[src/common/psc_cfg.svh]
// Constants for the port statistics counter block
`ifndef PSC_CFG_SVH
`define PSC_CFG_SVH

// ----------------------------------------------------------------------
// Widths
// ----------------------------------------------------------------------
`define PSC_LEN_W        14
`define PSC_COLL_W       5
`define PSC_CNT_W        32
`define PSC_ADDR_W       5
`define PSC_NUM_CNT      25

// ----------------------------------------------------------------------
// Counter indices on the read port
// ----------------------------------------------------------------------
`define PSC_IX_TX_GOOD   5'h00
`define PSC_IX_TX_MCAST  5'h01
`define PSC_IX_TX_BCAST  5'h02
`define PSC_IX_TX_PAUSE  5'h03
`define PSC_IX_TX_VLAN   5'h04
`define PSC_IX_RX_GOOD   5'h05
`define PSC_IX_RX_MCAST  5'h06
`define PSC_IX_RX_BCAST  5'h07
`define PSC_IX_RX_PAUSE  5'h08
`define PSC_IX_RX_CTRL   5'h09
`define PSC_IX_COL_ONE   5'h0a
`define PSC_IX_COL_MULTI 5'h0b
`define PSC_IX_COL_EXC   5'h0c
`define PSC_IX_COL_LATE  5'h0d
`define PSC_IX_RX_CRC    5'h0e
`define PSC_IX_RX_LEN    5'h0f
`define PSC_IX_RX_RUNT   5'h10
`define PSC_IX_BIN_64    5'h11
`define PSC_IX_BIN_127   5'h12
`define PSC_IX_BIN_255   5'h13
`define PSC_IX_BIN_511   5'h14
`define PSC_IX_BIN_1023  5'h15
`define PSC_IX_BIN_1518  5'h16
`define PSC_IX_GIANT     5'h17
`define PSC_IX_UPTIME    5'h18

// ----------------------------------------------------------------------
// Frame size limits in octets
// ----------------------------------------------------------------------
`define PSC_LEN_64       14'h0040
`define PSC_LEN_127      14'h007f
`define PSC_LEN_128      14'h0080
`define PSC_LEN_255      14'h00ff
`define PSC_LEN_256      14'h0100
`define PSC_LEN_511      14'h01ff
`define PSC_LEN_512      14'h0200
`define PSC_LEN_1023     14'h03ff
`define PSC_LEN_1024     14'h0400
`define PSC_LEN_1518     14'h05ee
`define PSC_MAX_FRAME    14'h05ee

// ----------------------------------------------------------------------
// Collision counts and timing
// ----------------------------------------------------------------------
`define PSC_COLL_NONE    5'h00
`define PSC_COLL_ONE     5'h01
`define PSC_CLK_MHZ      100
`define PSC_UPTIME_MS    1000

`endif

[src/hw/psc_unused_placeholder_none.sv]
// Holds no logic; the block is the statistics top and its counter bank

[src/common/psc_pkg.sv]
// Types shared by the port statistics counter block
package psc_pkg;

  // ----------------------------------------------------------------------
  // Transmit completion report from the MAC
  // ----------------------------------------------------------------------
  typedef struct packed {
    logic       good;     // Frame sent successfully
    logic       mcast;    // Multicast destination
    logic       bcast;    // Broadcast destination
    logic       pause;    // Flow-control pause frame
    logic       vlan;     // Frame carried a VLAN tag
    logic       excess;   // Abandoned at collision limit
    logic [4:0] coll_cnt; // Collisions before success
  } psc_tx_evt_t;

  // ----------------------------------------------------------------------
  // Receive completion report from the MAC
  // ----------------------------------------------------------------------
  typedef struct packed {
    logic        crc_err; // Frame check sequence failed
    logic        len_err; // Length field out of range
    logic        mcast;   // Multicast destination
    logic        bcast;   // Broadcast destination
    logic        pause;   // Flow-control pause frame
    logic        ctrl;    // MAC control frame
    logic [13:0] len;     // Frame length in octets
  } psc_rx_evt_t;

endpackage

[src/hw/psc_cnt_bank.sv]
// Bank of wrapping event counters with a registered read port
`timescale 1ns/10ps
`include "psc_cfg.svh"

module psc_cnt_bank #(
  parameter int N = `PSC_NUM_CNT,
  parameter int W = `PSC_CNT_W,
  parameter int A = `PSC_ADDR_W
) (
  input  wire logic         core_clk_i,
  input  wire logic         rst_n_i,
  input  wire logic         ce_i,
  input  wire logic         clr_i,
  input  wire logic [N-1:0] inc_i,
  input  wire logic         rd_en_i,
  input  wire logic [A-1:0] rd_addr_i,
  output logic      [W-1:0] rd_data_o,
  output logic              rd_valid_o
);

  logic [W-1:0] cnt_reg [N];
  logic [W-1:0] rd_data_reg;
  logic         rd_valid_reg;
  wire          addr_ok = (32'(rd_addr_i) < N);
  wire  [W-1:0] rd_sel  = addr_ok ? cnt_reg[rd_addr_i] : '0;

  // ----------------------------------------------------------------------
  // One counter per event; clear beats a same-cycle increment
  // ----------------------------------------------------------------------
  for (genvar i = 0; i < N; i++) begin : g_cnt
    always_ff @(posedge core_clk_i) begin
      if (!rst_n_i || (ce_i && clr_i)) begin
        cnt_reg[i] <= '0;                     // see [RQ22]
      end else if (ce_i && inc_i[i]) begin
        cnt_reg[i] <= cnt_reg[i] + 1'b1;      // Wraps at all ones, see [RQ23]
      end
    end
  end

  // Read is side-effect free; unmapped indices answer zero
  always_ff @(posedge core_clk_i) begin
    if (!rst_n_i) begin
      rd_data_reg  <= '0;
      rd_valid_reg <= 1'b0;
    end else if (ce_i) begin
      rd_valid_reg <= rd_en_i;
      if (rd_en_i) begin
        rd_data_reg <= rd_sel;                // see [RQ23]
      end
    end
  end

  assign rd_data_o  = rd_data_reg;
  assign rd_valid_o = rd_valid_reg;

  AST_READ_DATA: assert property (@(posedge core_clk_i) disable iff (!rst_n_i)
    ce_i && rd_en_i && addr_ok && !clr_i && !inc_i[rd_addr_i]
    |=> rd_valid_o && rd_data_o == cnt_reg[$past(rd_addr_i)]) // see [RQ23]
    else $error("Read data does not match the addressed counter");

endmodule

[src/hw/psc_port_stats.sv]
// Per-port Ethernet statistics counters: frames, collisions, errors, sizes
//
// Overview of operation
// [RQ1] Count every good transmitted frame
// [RQ2] Count good transmitted multicast frames
// [RQ3] Count good transmitted broadcast frames
// [RQ4] Count transmitted pause frames
// [RQ5] Count transmitted VLAN-tagged frames
// [RQ6] Count every good received frame
// [RQ7] Count good received multicast frames
// [RQ8] Count good received broadcast frames
// [RQ9] Count received pause frames
// [RQ10] Count received control frames, pause excluded
// [RQ11] Count successes after exactly one collision
// [RQ12] Count successes after two or more collisions
// [RQ13] Count frames abandoned at collision limit
// [RQ14] Count late collisions past 512 bits
// [RQ15] Count received frames failing CRC
// [RQ16] Count received frames with length out of range
// [RQ17] Count received frames under 64 octets
// [RQ18] Histogram bin for 64-octet frames
// [RQ19] Histogram bins up to 1518 octets
// [RQ20] Drop and count frames above maximum size
// [RQ21] Accumulate link up time
// [RQ22] Clear command zeroes this port's counters
// [RQ23] Counters wrap and reads change nothing
`timescale 1ns/10ps
`include "psc_cfg.svh"

module psc_port_stats #(
  parameter int          CNT_W    = `PSC_CNT_W,
  parameter logic [7:0]  PORT_ID  = 8'h00,
  parameter int unsigned TICK_CYC = `PSC_UPTIME_MS * 1000 * `PSC_CLK_MHZ
) (
  input  wire logic                   core_clk_i,
  input  wire logic                   rst_n_i,
  input  wire logic                   ce_i,
  input  wire logic                   tx_done_i,
  input  wire psc_pkg::psc_tx_evt_t   tx_evt_i,
  input  wire logic                   tx_late_coll_i,
  input  wire logic                   rx_done_i,
  input  wire psc_pkg::psc_rx_evt_t   rx_evt_i,
  input  wire logic [`PSC_LEN_W-1:0]  max_frame_i,
  input  wire logic                   link_up_i,
  input  wire logic                   clr_port_i,
  input  wire logic                   clr_all_i,
  input  wire logic [7:0]             clr_sel_i,
  input  wire logic                   rd_en_i,
  input  wire logic [`PSC_ADDR_W-1:0] rd_addr_i,
  output logic      [CNT_W-1:0]       rd_data_o,
  output logic                        rd_valid_o,
  output logic                        rx_drop_o,
  output logic                        link_up_o
);

  localparam int N = `PSC_NUM_CNT;

  // ----------------------------------------------------------------------
  // Link status pin synchroniser
  // ----------------------------------------------------------------------
  logic link_meta_reg;
  logic link_sync_reg;

  // The pin comes from the PHY, outside this clock's domain
  always_ff @(posedge core_clk_i) begin
    if (!rst_n_i) begin
      link_meta_reg <= 1'b0;
      link_sync_reg <= 1'b0;
    end else if (ce_i) begin
      link_meta_reg <= link_up_i;
      link_sync_reg <= link_meta_reg;
    end
  end

  assign link_up_o = link_sync_reg;

  // ----------------------------------------------------------------------
  // Transmit classification
  // ----------------------------------------------------------------------
  wire tx_ok     = tx_done_i && tx_evt_i.good;
  wire tx_mc     = tx_ok && tx_evt_i.mcast;                 // see [RQ2]
  wire tx_bc     = tx_ok && tx_evt_i.bcast;                 // see [RQ3]
  wire tx_pause  = tx_done_i && tx_evt_i.pause;             // see [RQ4]
  wire tx_vlan   = tx_done_i && tx_evt_i.vlan;              // see [RQ5]
  wire col_one   = tx_ok && tx_evt_i.coll_cnt == `PSC_COLL_ONE; // see [RQ11]
  wire col_multi = tx_ok && tx_evt_i.coll_cnt > `PSC_COLL_ONE;  // see [RQ12]
  // The MAC resets its own retry count when it gives up
  wire col_exc   = tx_done_i && tx_evt_i.excess;            // see [RQ13]
  // The MAC flags a collision only once 512 bits have left the port
  wire col_late  = tx_late_coll_i;                          // see [RQ14]

  // ----------------------------------------------------------------------
  // Receive classification
  // ----------------------------------------------------------------------
  wire [`PSC_LEN_W-1:0] rx_len = rx_evt_i.len;

  // Oversize frames are dropped, so they never count as good
  wire rx_giant  = rx_done_i && rx_len > max_frame_i;       // see [RQ20]
  wire rx_ok     = rx_done_i && !rx_evt_i.crc_err && !rx_evt_i.len_err
                   && !rx_giant && rx_len >= `PSC_LEN_64;
  wire rx_mc     = rx_ok && rx_evt_i.mcast;                 // see [RQ7]
  wire rx_bc     = rx_ok && rx_evt_i.bcast;                 // see [RQ8]
  wire rx_pause  = rx_done_i && rx_evt_i.pause;             // see [RQ9]
  // Bad-CRC control frames still count here; pause has its own
  wire rx_ctrl   = rx_done_i && rx_evt_i.ctrl && !rx_evt_i.pause; // see [RQ10]
  wire rx_crc    = rx_done_i && rx_evt_i.crc_err;           // see [RQ15]
  wire rx_lenerr = rx_done_i && rx_evt_i.len_err;           // see [RQ16]
  wire rx_runt   = rx_done_i && rx_len < `PSC_LEN_64;       // see [RQ17]

  // Size bins include bad frames
  wire bin_64    = rx_done_i && rx_len == `PSC_LEN_64;      // see [RQ18]
  wire bin_127   = rx_done_i && rx_len > `PSC_LEN_64
                   && rx_len <= `PSC_LEN_127;               // see [RQ19]
  wire bin_255   = rx_done_i && rx_len >= `PSC_LEN_128
                   && rx_len <= `PSC_LEN_255;               // see [RQ19]
  wire bin_511   = rx_done_i && rx_len >= `PSC_LEN_256
                   && rx_len <= `PSC_LEN_511;               // see [RQ19]
  wire bin_1023  = rx_done_i && rx_len >= `PSC_LEN_512
                   && rx_len <= `PSC_LEN_1023;              // see [RQ19]
  wire bin_1518  = rx_done_i && rx_len >= `PSC_LEN_1024
                   && rx_len <= `PSC_LEN_1518;              // see [RQ19]

  // ----------------------------------------------------------------------
  // Up time prescaler
  // ----------------------------------------------------------------------
  localparam int unsigned TICK_LAST = TICK_CYC - 1;

  logic [31:0] tick_reg;
  logic [31:0] tick_next;
  wire         tick_wrap = tick_reg == TICK_LAST[31:0];
  wire         up_tick   = link_sync_reg && tick_wrap;      // see [RQ21]

  // Prescaler only runs while the link is up, so partial periods carry
  always_comb begin
    tick_next = tick_reg;
    if (link_sync_reg) begin
      tick_next = tick_wrap ? 32'h0000_0000 : tick_reg + 32'h0000_0001;
    end
  end

  // ----------------------------------------------------------------------
  // Clear command decode
  // ----------------------------------------------------------------------
  wire clr_hit = clr_all_i || (clr_port_i && clr_sel_i == PORT_ID); // see [RQ22]

  always_ff @(posedge core_clk_i) begin
    if (!rst_n_i || (ce_i && clr_hit)) begin
      tick_reg <= 32'h0000_0000;
    end else if (ce_i) begin
      tick_reg <= tick_next;
    end
  end

  // ----------------------------------------------------------------------
  // Increment vector, one bit per counter index
  // ----------------------------------------------------------------------
  logic [N-1:0] inc_vec;

  always_comb begin
    inc_vec                     = '0;
    inc_vec[`PSC_IX_TX_GOOD]    = tx_ok;                    // see [RQ1]
    inc_vec[`PSC_IX_TX_MCAST]   = tx_mc;
    inc_vec[`PSC_IX_TX_BCAST]   = tx_bc;
    inc_vec[`PSC_IX_TX_PAUSE]   = tx_pause;
    inc_vec[`PSC_IX_TX_VLAN]    = tx_vlan;
    inc_vec[`PSC_IX_RX_GOOD]    = rx_ok;                    // see [RQ6]
    inc_vec[`PSC_IX_RX_MCAST]   = rx_mc;
    inc_vec[`PSC_IX_RX_BCAST]   = rx_bc;
    inc_vec[`PSC_IX_RX_PAUSE]   = rx_pause;
    inc_vec[`PSC_IX_RX_CTRL]    = rx_ctrl;
    inc_vec[`PSC_IX_COL_ONE]    = col_one;
    inc_vec[`PSC_IX_COL_MULTI]  = col_multi;
    inc_vec[`PSC_IX_COL_EXC]    = col_exc;
    inc_vec[`PSC_IX_COL_LATE]   = col_late;
    inc_vec[`PSC_IX_RX_CRC]     = rx_crc;
    inc_vec[`PSC_IX_RX_LEN]     = rx_lenerr;
    inc_vec[`PSC_IX_RX_RUNT]    = rx_runt;
    inc_vec[`PSC_IX_BIN_64]     = bin_64;
    inc_vec[`PSC_IX_BIN_127]    = bin_127;
    inc_vec[`PSC_IX_BIN_255]    = bin_255;
    inc_vec[`PSC_IX_BIN_511]    = bin_511;
    inc_vec[`PSC_IX_BIN_1023]   = bin_1023;
    inc_vec[`PSC_IX_BIN_1518]   = bin_1518;
    inc_vec[`PSC_IX_GIANT]      = rx_giant;                 // see [RQ20]
    inc_vec[`PSC_IX_UPTIME]     = up_tick;                  // see [RQ21]
  end

  // ----------------------------------------------------------------------
  // Drop strobe to the receive path
  // ----------------------------------------------------------------------
  logic drop_reg;

  // Registered so the receive path sees a clean one-cycle pulse
  always_ff @(posedge core_clk_i) begin
    if (!rst_n_i) begin
      drop_reg <= 1'b0;
    end else if (ce_i) begin
      drop_reg <= rx_giant;                                 // see [RQ20]
    end
  end

  assign rx_drop_o = drop_reg;

  // ----------------------------------------------------------------------
  // Counter storage
  // ----------------------------------------------------------------------
  psc_cnt_bank #(
    .N (N),
    .W (CNT_W),
    .A (`PSC_ADDR_W)
  ) u_bank (
    .core_clk_i (core_clk_i),
    .rst_n_i    (rst_n_i),
    .ce_i       (ce_i),
    .clr_i      (clr_hit),
    .inc_i      (inc_vec),
    .rd_en_i    (rd_en_i),
    .rd_addr_i  (rd_addr_i),
    .rd_data_o  (rd_data_o),
    .rd_valid_o (rd_valid_o)
  );

  // ----------------------------------------------------------------------
  // Checks
  // ----------------------------------------------------------------------
  AST_TX_GOOD: assert property (@(posedge core_clk_i) disable iff (!rst_n_i)
    tx_done_i && tx_evt_i.good |-> inc_vec[`PSC_IX_TX_GOOD]) // see [RQ1]
    else $error("Good transmit frame not counted");

  AST_TX_MCAST: assert property (@(posedge core_clk_i) disable iff (!rst_n_i)
    inc_vec[`PSC_IX_TX_MCAST] |-> inc_vec[`PSC_IX_TX_GOOD]
    && tx_evt_i.mcast) // see [RQ2]
    else $error("Transmit multicast count without a good frame");

  AST_TX_BCAST: assert property (@(posedge core_clk_i) disable iff (!rst_n_i)
    tx_done_i && tx_evt_i.good && tx_evt_i.bcast
    |-> inc_vec[`PSC_IX_TX_BCAST]) // see [RQ3]
    else $error("Transmit broadcast frame not counted");

  AST_RX_GOOD: assert property (@(posedge core_clk_i) disable iff (!rst_n_i)
    inc_vec[`PSC_IX_RX_GOOD] |-> !rx_evt_i.crc_err
    && rx_len <= max_frame_i) // see [RQ6]
    else $error("Bad or oversize frame counted as good");

  AST_RX_CTRL: assert property (@(posedge core_clk_i) disable iff (!rst_n_i)
    rx_done_i && rx_evt_i.ctrl && rx_evt_i.crc_err && !rx_evt_i.pause
    |-> inc_vec[`PSC_IX_RX_CTRL] && inc_vec[`PSC_IX_RX_CRC]) // see [RQ10]
    else $error("Control frame with bad CRC not counted");

  AST_COLL: assert property (@(posedge core_clk_i) disable iff (!rst_n_i)
    tx_done_i && tx_evt_i.good && tx_evt_i.coll_cnt != `PSC_COLL_NONE
    |-> inc_vec[`PSC_IX_COL_ONE] != inc_vec[`PSC_IX_COL_MULTI]) // see [RQ11]
    else $error("Collision success not counted exactly once");

  AST_RUNT: assert property (@(posedge core_clk_i) disable iff (!rst_n_i)
    rx_done_i && rx_len < `PSC_LEN_64 |-> inc_vec[`PSC_IX_RX_RUNT]
    && !inc_vec[`PSC_IX_BIN_64] && !inc_vec[`PSC_IX_RX_GOOD]) // see [RQ17]
    else $error("Runt frame miscounted");

  AST_BIN_ONE: assert property (@(posedge core_clk_i) disable iff (!rst_n_i)
    rx_done_i && rx_len >= `PSC_LEN_64 && rx_len <= `PSC_LEN_1518
    |-> $onehot(inc_vec[`PSC_IX_BIN_1518:`PSC_IX_BIN_64])) // see [RQ19]
    else $error("Sized frame not counted in exactly one bin");

  AST_GIANT_DROP: assert property (@(posedge core_clk_i) disable iff (!rst_n_i)
    ce_i && rx_done_i && rx_len > max_frame_i
    |=> rx_drop_o ##1 !rx_drop_o || $past(rx_giant)) // see [RQ20]
    else $error("Oversize frame not dropped");

  AST_UPTIME: assert property (@(posedge core_clk_i) disable iff (!rst_n_i)
    up_tick |-> link_sync_reg && tick_reg == TICK_LAST[31:0]) // see [RQ21]
    else $error("Up time advanced without a full period of link up");

  AST_CLEAR: assert property (@(posedge core_clk_i) disable iff (!rst_n_i)
    ce_i && clr_all_i |=> tick_reg == 32'h0000_0000) // see [RQ22]
    else $error("Clear did not reset the up time prescaler");

  // Counter-level checks look into the bank, so a wrong index shows up
  AST_VLAN_INC: assert property ( // see [RQ5]
    @(posedge core_clk_i) disable iff (!rst_n_i)
    ce_i && !clr_hit && tx_vlan |=> u_bank.cnt_reg[`PSC_IX_TX_VLAN] ==
    CNT_W'($past(u_bank.cnt_reg[`PSC_IX_TX_VLAN]) + 1'b1))
    else $error("Tagged transmit frame not counted");

  AST_EXC_INC: assert property ( // see [RQ13]
    @(posedge core_clk_i) disable iff (!rst_n_i)
    ce_i && !clr_hit && col_exc |=> u_bank.cnt_reg[`PSC_IX_COL_EXC] ==
    CNT_W'($past(u_bank.cnt_reg[`PSC_IX_COL_EXC]) + 1'b1))
    else $error("Abandoned frame not counted");

  AST_LATE_INC: assert property ( // see [RQ14]
    @(posedge core_clk_i) disable iff (!rst_n_i)
    ce_i && !clr_hit && col_late |=> u_bank.cnt_reg[`PSC_IX_COL_LATE] ==
    CNT_W'($past(u_bank.cnt_reg[`PSC_IX_COL_LATE]) + 1'b1))
    else $error("Late collision not counted");

  AST_LINK_SYNC: assert property ( // see [RQ21]
    @(posedge core_clk_i) disable iff (!rst_n_i)
    ce_i |=> link_up_o == $past(link_meta_reg))
    else $error("Link level skipped the second flop");

endmodule

[config.mk]
export PLATFORM = sky130hd
export DESIGN_NAME = psc_port_stats
export DESIGN_NICKNAME = d
export VERILOG_FILES = /design/src/hw/psc_unused_placeholder_none.sv /design/src/common/psc_pkg.sv /design/src/hw/psc_cnt_bank.sv /design/src/hw/psc_port_stats.sv
export VERILOG_INCLUDE_DIRS = /design/src /design/src/common
export SDC_FILE = /design/constraint.sdc
export NUM_CORES = 2
export LEC_CHECK = 0
export BUFFER_PORTS_ARGS = -buffer_cell sky130_fd_sc_hd__clkbuf_2
export CORE_MARGIN = 5
export CORE_UTILIZATION = 40
export CTS_CLUSTER_DIAMETER = 100
export DETAILED_ROUTE_END_ITERATION = 8
export GPL_TIMING_DRIVEN = 1
export HOLD_SLACK_MARGIN = 0.06
export PLACE_DENSITY = 0.59
export SLEW_MARGIN = 0
export SYNTH_ARGS = -nofsm -noshare
export SYNTH_HDL_FRONTEND = slang
export SYNTH_SLANG_ARGS = --single-unit
[constraint.sdc]
create_clock -name core_clk_i -period 6.15 [get_ports core_clk_i]
set_input_delay 1.23 -clock core_clk_i [delete_from_list [all_inputs] [get_ports core_clk_i]]
set_output_delay 1.23 -clock core_clk_i [all_outputs]
set_load 0.02 [all_outputs]
### Word-level counts from Yosys, hierarchy flattened

Memories as Yosys holds them, arrays and structs flattened.
Index checks and enable logic that the tools add are counted.

| word-level totals | value |
|---|---|
| register bits after elaboration | 68 |
| memory bits (writable) | 800 |
| bits of input ports | 68 |
| output and inout port bits | 35 |
| logic and storage cells | 250 |
| memories kept | 1 |

Memories:

| memory | words | bits a word | read ports | clocked after memory_dff | wr ports | RTL line | text |
|---|---|---|---|---|---|---|---|
| u_bank.cnt_reg | 25 | 32 | 26 | 0 | 25 | psc_cnt_bank.sv:21 | `logic [W-1:0] cnt_reg [N];` |

| operators by class | value |
|---|---|
| add/subtract/negate cells | 26 |
| order comparisons | 15 |
| equality and inequality tests | 3 |
| multiplexer cells | 104 |
| bitwise gates (word level) | 25 |
| reduce and logical (&&, ||, !) cells | 70 |

Operator list:

| cell | count |
|---|---|
| 32-bit two-way mux | 27 |
| 32-bit by 1-bit adder with 32-bit output (second input constant) | 26 |
| 1-bit two-way mux | 77 |
| 1-bit logical AND | 60 |
| 32-bit by 27-bit == test with 1-bit output (second input constant) | 1 |
| 1-bit bitwise OR | 25 |
| 14-bit by 7-bit == test with 1-bit output (second input constant) | 1 |
| 14-bit by 10-bit >= comparator with 1-bit output (second input constant) | 1 |
| 14-bit by 11-bit >= comparator with 1-bit output (second input constant) | 1 |
| 14-bit by 7-bit >= comparator with 1-bit output (second input constant) | 1 |
| 14-bit by 8-bit >= comparator with 1-bit output (second input constant) | 1 |
| 14-bit by 9-bit >= comparator with 1-bit output (second input constant) | 1 |
| 14-bit greater-than comparator | 1 |
| 14-bit by 7-bit greater-than comparator with 1-bit output (second input constant) | 1 |
| 14-bit by 10-bit <= comparator with 1-bit output (second input constant) | 1 |
| 14-bit by 11-bit <= comparator with 1-bit output (second input constant) | 1 |
| 14-bit by 7-bit <= comparator with 1-bit output (second input constant) | 1 |
| 14-bit by 8-bit <= comparator with 1-bit output (second input constant) | 1 |
| 14-bit by 9-bit <= comparator with 1-bit output (second input constant) | 1 |
| 14-bit by 7-bit less-than comparator with 1-bit output (second input constant) | 1 |
| 8-bit zero test | 1 |
| 5-bit by 1-bit == test with 1-bit output (second input constant) | 1 |
| 5-bit by 1-bit greater-than comparator with 1-bit output (second input constant) | 1 |
| 1-bit zero test | 5 |
| other kinds (3) | 5 |

### Logic depth before layout (Yosys ltp)

| depth | value |
|---|---|
| word-level depth | 11 |
| mapped depth | 9 |
| mapped depth without buffers | 7 |

### Modules after synthesis

A second synthesis with hierarchy kept.

| second synthesis, totals | value |
|---|---|
| cell total of the unflattened synthesis | 5009 |
| area, all modules | 52674.3 sq um |

By module, submodules not included:

| module | times used | cells each | area each (sq um) | sequential area each (sq um) |
|---|---|---|---|---|
| psc_cnt_bank | 1 | 4701 | 50277.0 | 24683.7 |
| psc_port_stats | 1 | 308 | 2397.3 | 700.7 |

### Worst setup path before layout

OpenSTA, ideal clock, no wires.

| path | value |
|---|---|
| path kind | input to register |
| start | input port max_frame_i[13] |
| end | memory u_bank.cnt_reg[6][0] (netlist name) (enable) |
| library setup time | 466 ps |
| arrival time | 4914 ps |
| data required time | 5684 ps |
| setup slack | 770 ps |
| cell stages on the path | 8 |
| buffers on the path | 2 |
| path through | inv_1 -> ha_1 -> nand4_1 -> o41ai_1 -> a21oi_1 -> clkbuf_1 -> clkbuf_1 -> o21ai_0 |

RTL lines:

| what | RTL line | text |
|---|---|---|
| start, declared | psc_port_stats.sv:43 | `` input wire logic [`PSC_LEN_W-1:0] max_frame_i, `` |
| end, declared | psc_cnt_bank.sv:21 |  |

==> flow_metrics.tcl <==
set metrics [dict create \
    status "finished, final reports clean" \
    cp-end-kind "flip-flop" \
    power_frac_clock_pct 42.0 \
    wl_per_cell_um 24.0 \
    netSwitchingFraction_pct 26.1 \
    path_class "primary input to flip-flop" \
    rsz0062_at_grt "no" \
    die_h_um 371 \
    cts_buffers 97 \
    power.switching_mw 3.83 \
    postSynthCellCount 4954 \
    die_x_um 371 \
    grt_pass1_vias 36600 \
    row_count 132 \
    cts-resized-gates 0 \
    first_iter_violations 4484 \
    area_growth_pct 10.8 \
    min_period_ns 3.98 \
    io_pins 103 \
    critical-path-max-stage-delay_ns 0.93 \
    clock_latency_ns 0.70 \
    avgSynthCellArea_um2 10.5 \
    path_buf_inv 2 \
    antenna_found_initial 15 \
    wl_um 163000 \
    clock_path_buffers 3 \
    crit_chain "clkbuf_2 > inv_1 > ha_1 > nand4_1 > o41ai_1 > a21oi_4 > o21ai_4" \
    crit_required_ns 6.44 \
    final_cells 6793 \
    pwr-share-seq_pct 49.7 \
    dp.cells 6608 \
    cp_max_fo 32 \
    grt_pass1_wl_um 240000 \
    internal-power_mw 10.9 \
    synth_top_cell_area_share_pct 46.0 \
    port_buffers 102 \
    synth_area_um2 52200 \
    firstDrtPassIters 6 \
    irDropWorstVdd_v 0.000205 \
    total_leakage_power_nw 18.0 \
    avgViaCountPerCell 5.94 \
    start_util_pct 40.3 \
    root_buffer "clkbuf_16" \
    cts_hold_buf 0 \
    dieArea_um2 138000 \
    hold_violations 0 \
    antenna_left 0 \
    synth_area_leaders "edfxtp_1, mux4_2, xnor2_1" \
    min_path_type "flip-flop to flip-flop" \
    grt_start_max_net_pins 77 \
    slew_headroom_pct 12.4 \
    seq_area_frac_synth_pct 48.6 \
    worst_slew_pin_slew_ns 1.30 \
    ys_async_sr_fraction_pct 0 \
    cts_setup_buffers 0 \
    synth_seq_cells 868 \
    synth_common_cells "edfxtp_1, nor2_1, xnor2_1, xor2_1" \
    gr-usage-all-layers_pct 23.0 \
    tns_ns 0 \
    grt_overflow 0 \
    slew_viol_final 0 \
    gp_congestion 0.915 \
    via_count 40400 \
    synth_edf_count 800 \
    clkTransAtPathRegs_ns 0.06 \
    power_per_cell_area_nw_per_um2 254 \
    hpwl_um 121000 \
    max_cap_viol_count 0 \
    crit_arrival_ns 4.28 \
    htreeDepth 3 \
    drc 0 \
    yosysUniqueCellTypes 69 \
    yosys.area.top_type "edfxtp_1" \
    setup.worst_path.start_class "primary input" \
    cpMaxStageDelayCell "o21ai_4" \
    drive_gt1_share_pct 11.4 \
    ys.flop_type "edfxtp_1" \
    clock_sinks 868 \
    finalSetupViolations 0 \
    period_share_pct 64.8 \
    core_um2 130000 \
    layout.nets 5073 \
    fmax_ghz 0.251 \
    combPwrFrac_pct 8.3 \
    yosys_warnings 0 \
    syn_nets 5062 \
    crit_family "compound AO/OA/AOI/OAI gates" \
    cts_tree "done" \
    finalClockSkew_ns 0.0378 \
    largest_reg_flops 800 \
]
[per-stage QoR]
stage / util, % / area [µm²] / hold slack, ns / setup WS [ns] / total power, mW
final: 44.7 / 57900 / 0.484 / 2.17 / 14.7
after detailed placement: 42.1 / 54600 / 0.472 / 1.47 / 8.62
after floorplan: - / 52200 / 0.452 / 0.770 / 8.00
after CTS: 44.6 / 57900 / 0.488 / 2.21 / 14.8
after global placement: 42.1 / 54600 / 0.463 / 1.58 / 8.60
after global routing: 44.6 / 57900 / 0.494 / 2.02 / 15.1
[routing by layer]
metal  vias up  routed length, µm  GRT usage [%]
met3       196              17800           5.32
met2      1784              69100           33.1
li1      18400                  -              -
met1     20100              70900           34.5
met4         0               5080           7.19
met5         -                  0              0
[layout by cell type (no fill, tap or decap), types with 100 or more instances in the layout]
cell type  instances
nor2_1           800
edfxtp_1         800
xnor2_1          400
xor2_1           313
nand2_1          302
nand3_1          302
nand4_1          206
mux4_2           199
nor3_1           185
nor4_1           160
inv_1            146
a21oi_1          136
and3_1           109
clkbuf_16        100
[cells by family (layout without fill, tap and decap cells)]
kind of cell | after synthesis | in the layout | share of synthesized area [%]
other | 0 | 3 | 0
flip-flops | 868 | 868 | 48.6
adder cells (fa/ha/maj) | 40 | 40 | 0.958
AO/OA/AOI/OAI | 367 | 367 | 4.36
AND/OR/NAND/NOR | 2356 | 2356 | 22.4
multiplexers | 202 | 202 | 8.67
XOR/XNOR | 713 | 713 | 12.0
buffers and inverters | 408 | 502 | 3.07
[worst paths after layout]
check	from	end	slack [ns]	depth (start not counted)
setup / recovery	max_frame_i[13]	u_bank.cnt_reg[6][13]	2.17	7
hold / removal	tick_reg[31]	tick_reg[31]	0.48	2
setup reg to reg	u_bank.cnt_reg[8][15]	u_bank.cnt_reg[8][31]	3.41	5
hold reg to reg	tick_reg[31]	tick_reg[31]	0.48	2
[area by class of cell]
type                            count  area, µm²
Antenna cell                        3       7.51
Clock buffer                      115       2570
Clock inverter                     67        742
Fill cell                       12200      71800
Inverter                          147        552
Multi-Input combinational cell   3678      25400
Sequential cell                   868      25400
Tap cell                         1742       2180
Timing Repair Buffer              173       1100
[power by group through the flow]
| stage | clock network [mW] | logic [mW] | registers (mW) |
|---|---|---|---|
| 6_report | 6.17 | 1.23 | 7.30 |
| 5_1_grt | 6.49 | 1.30 | 7.33 |
| 4_1_cts | 6.26 | 1.23 | 7.28 |
| 3_5_place_dp | 0 | 1.22 | 7.40 |
| 3_3_place_gp | 0 | 1.21 | 7.39 |
| 2_1_floorplan | 0 | 0.818 | 7.18 |
[tightest hold or removal path: cells and delay by family (launching register included)]
family,cells,cell delay [ns]
flip-flops,1,0.32
AO/OA/AOI/OAI,2,0.12
Note: power is estimated with default switching activity, not from simulation.
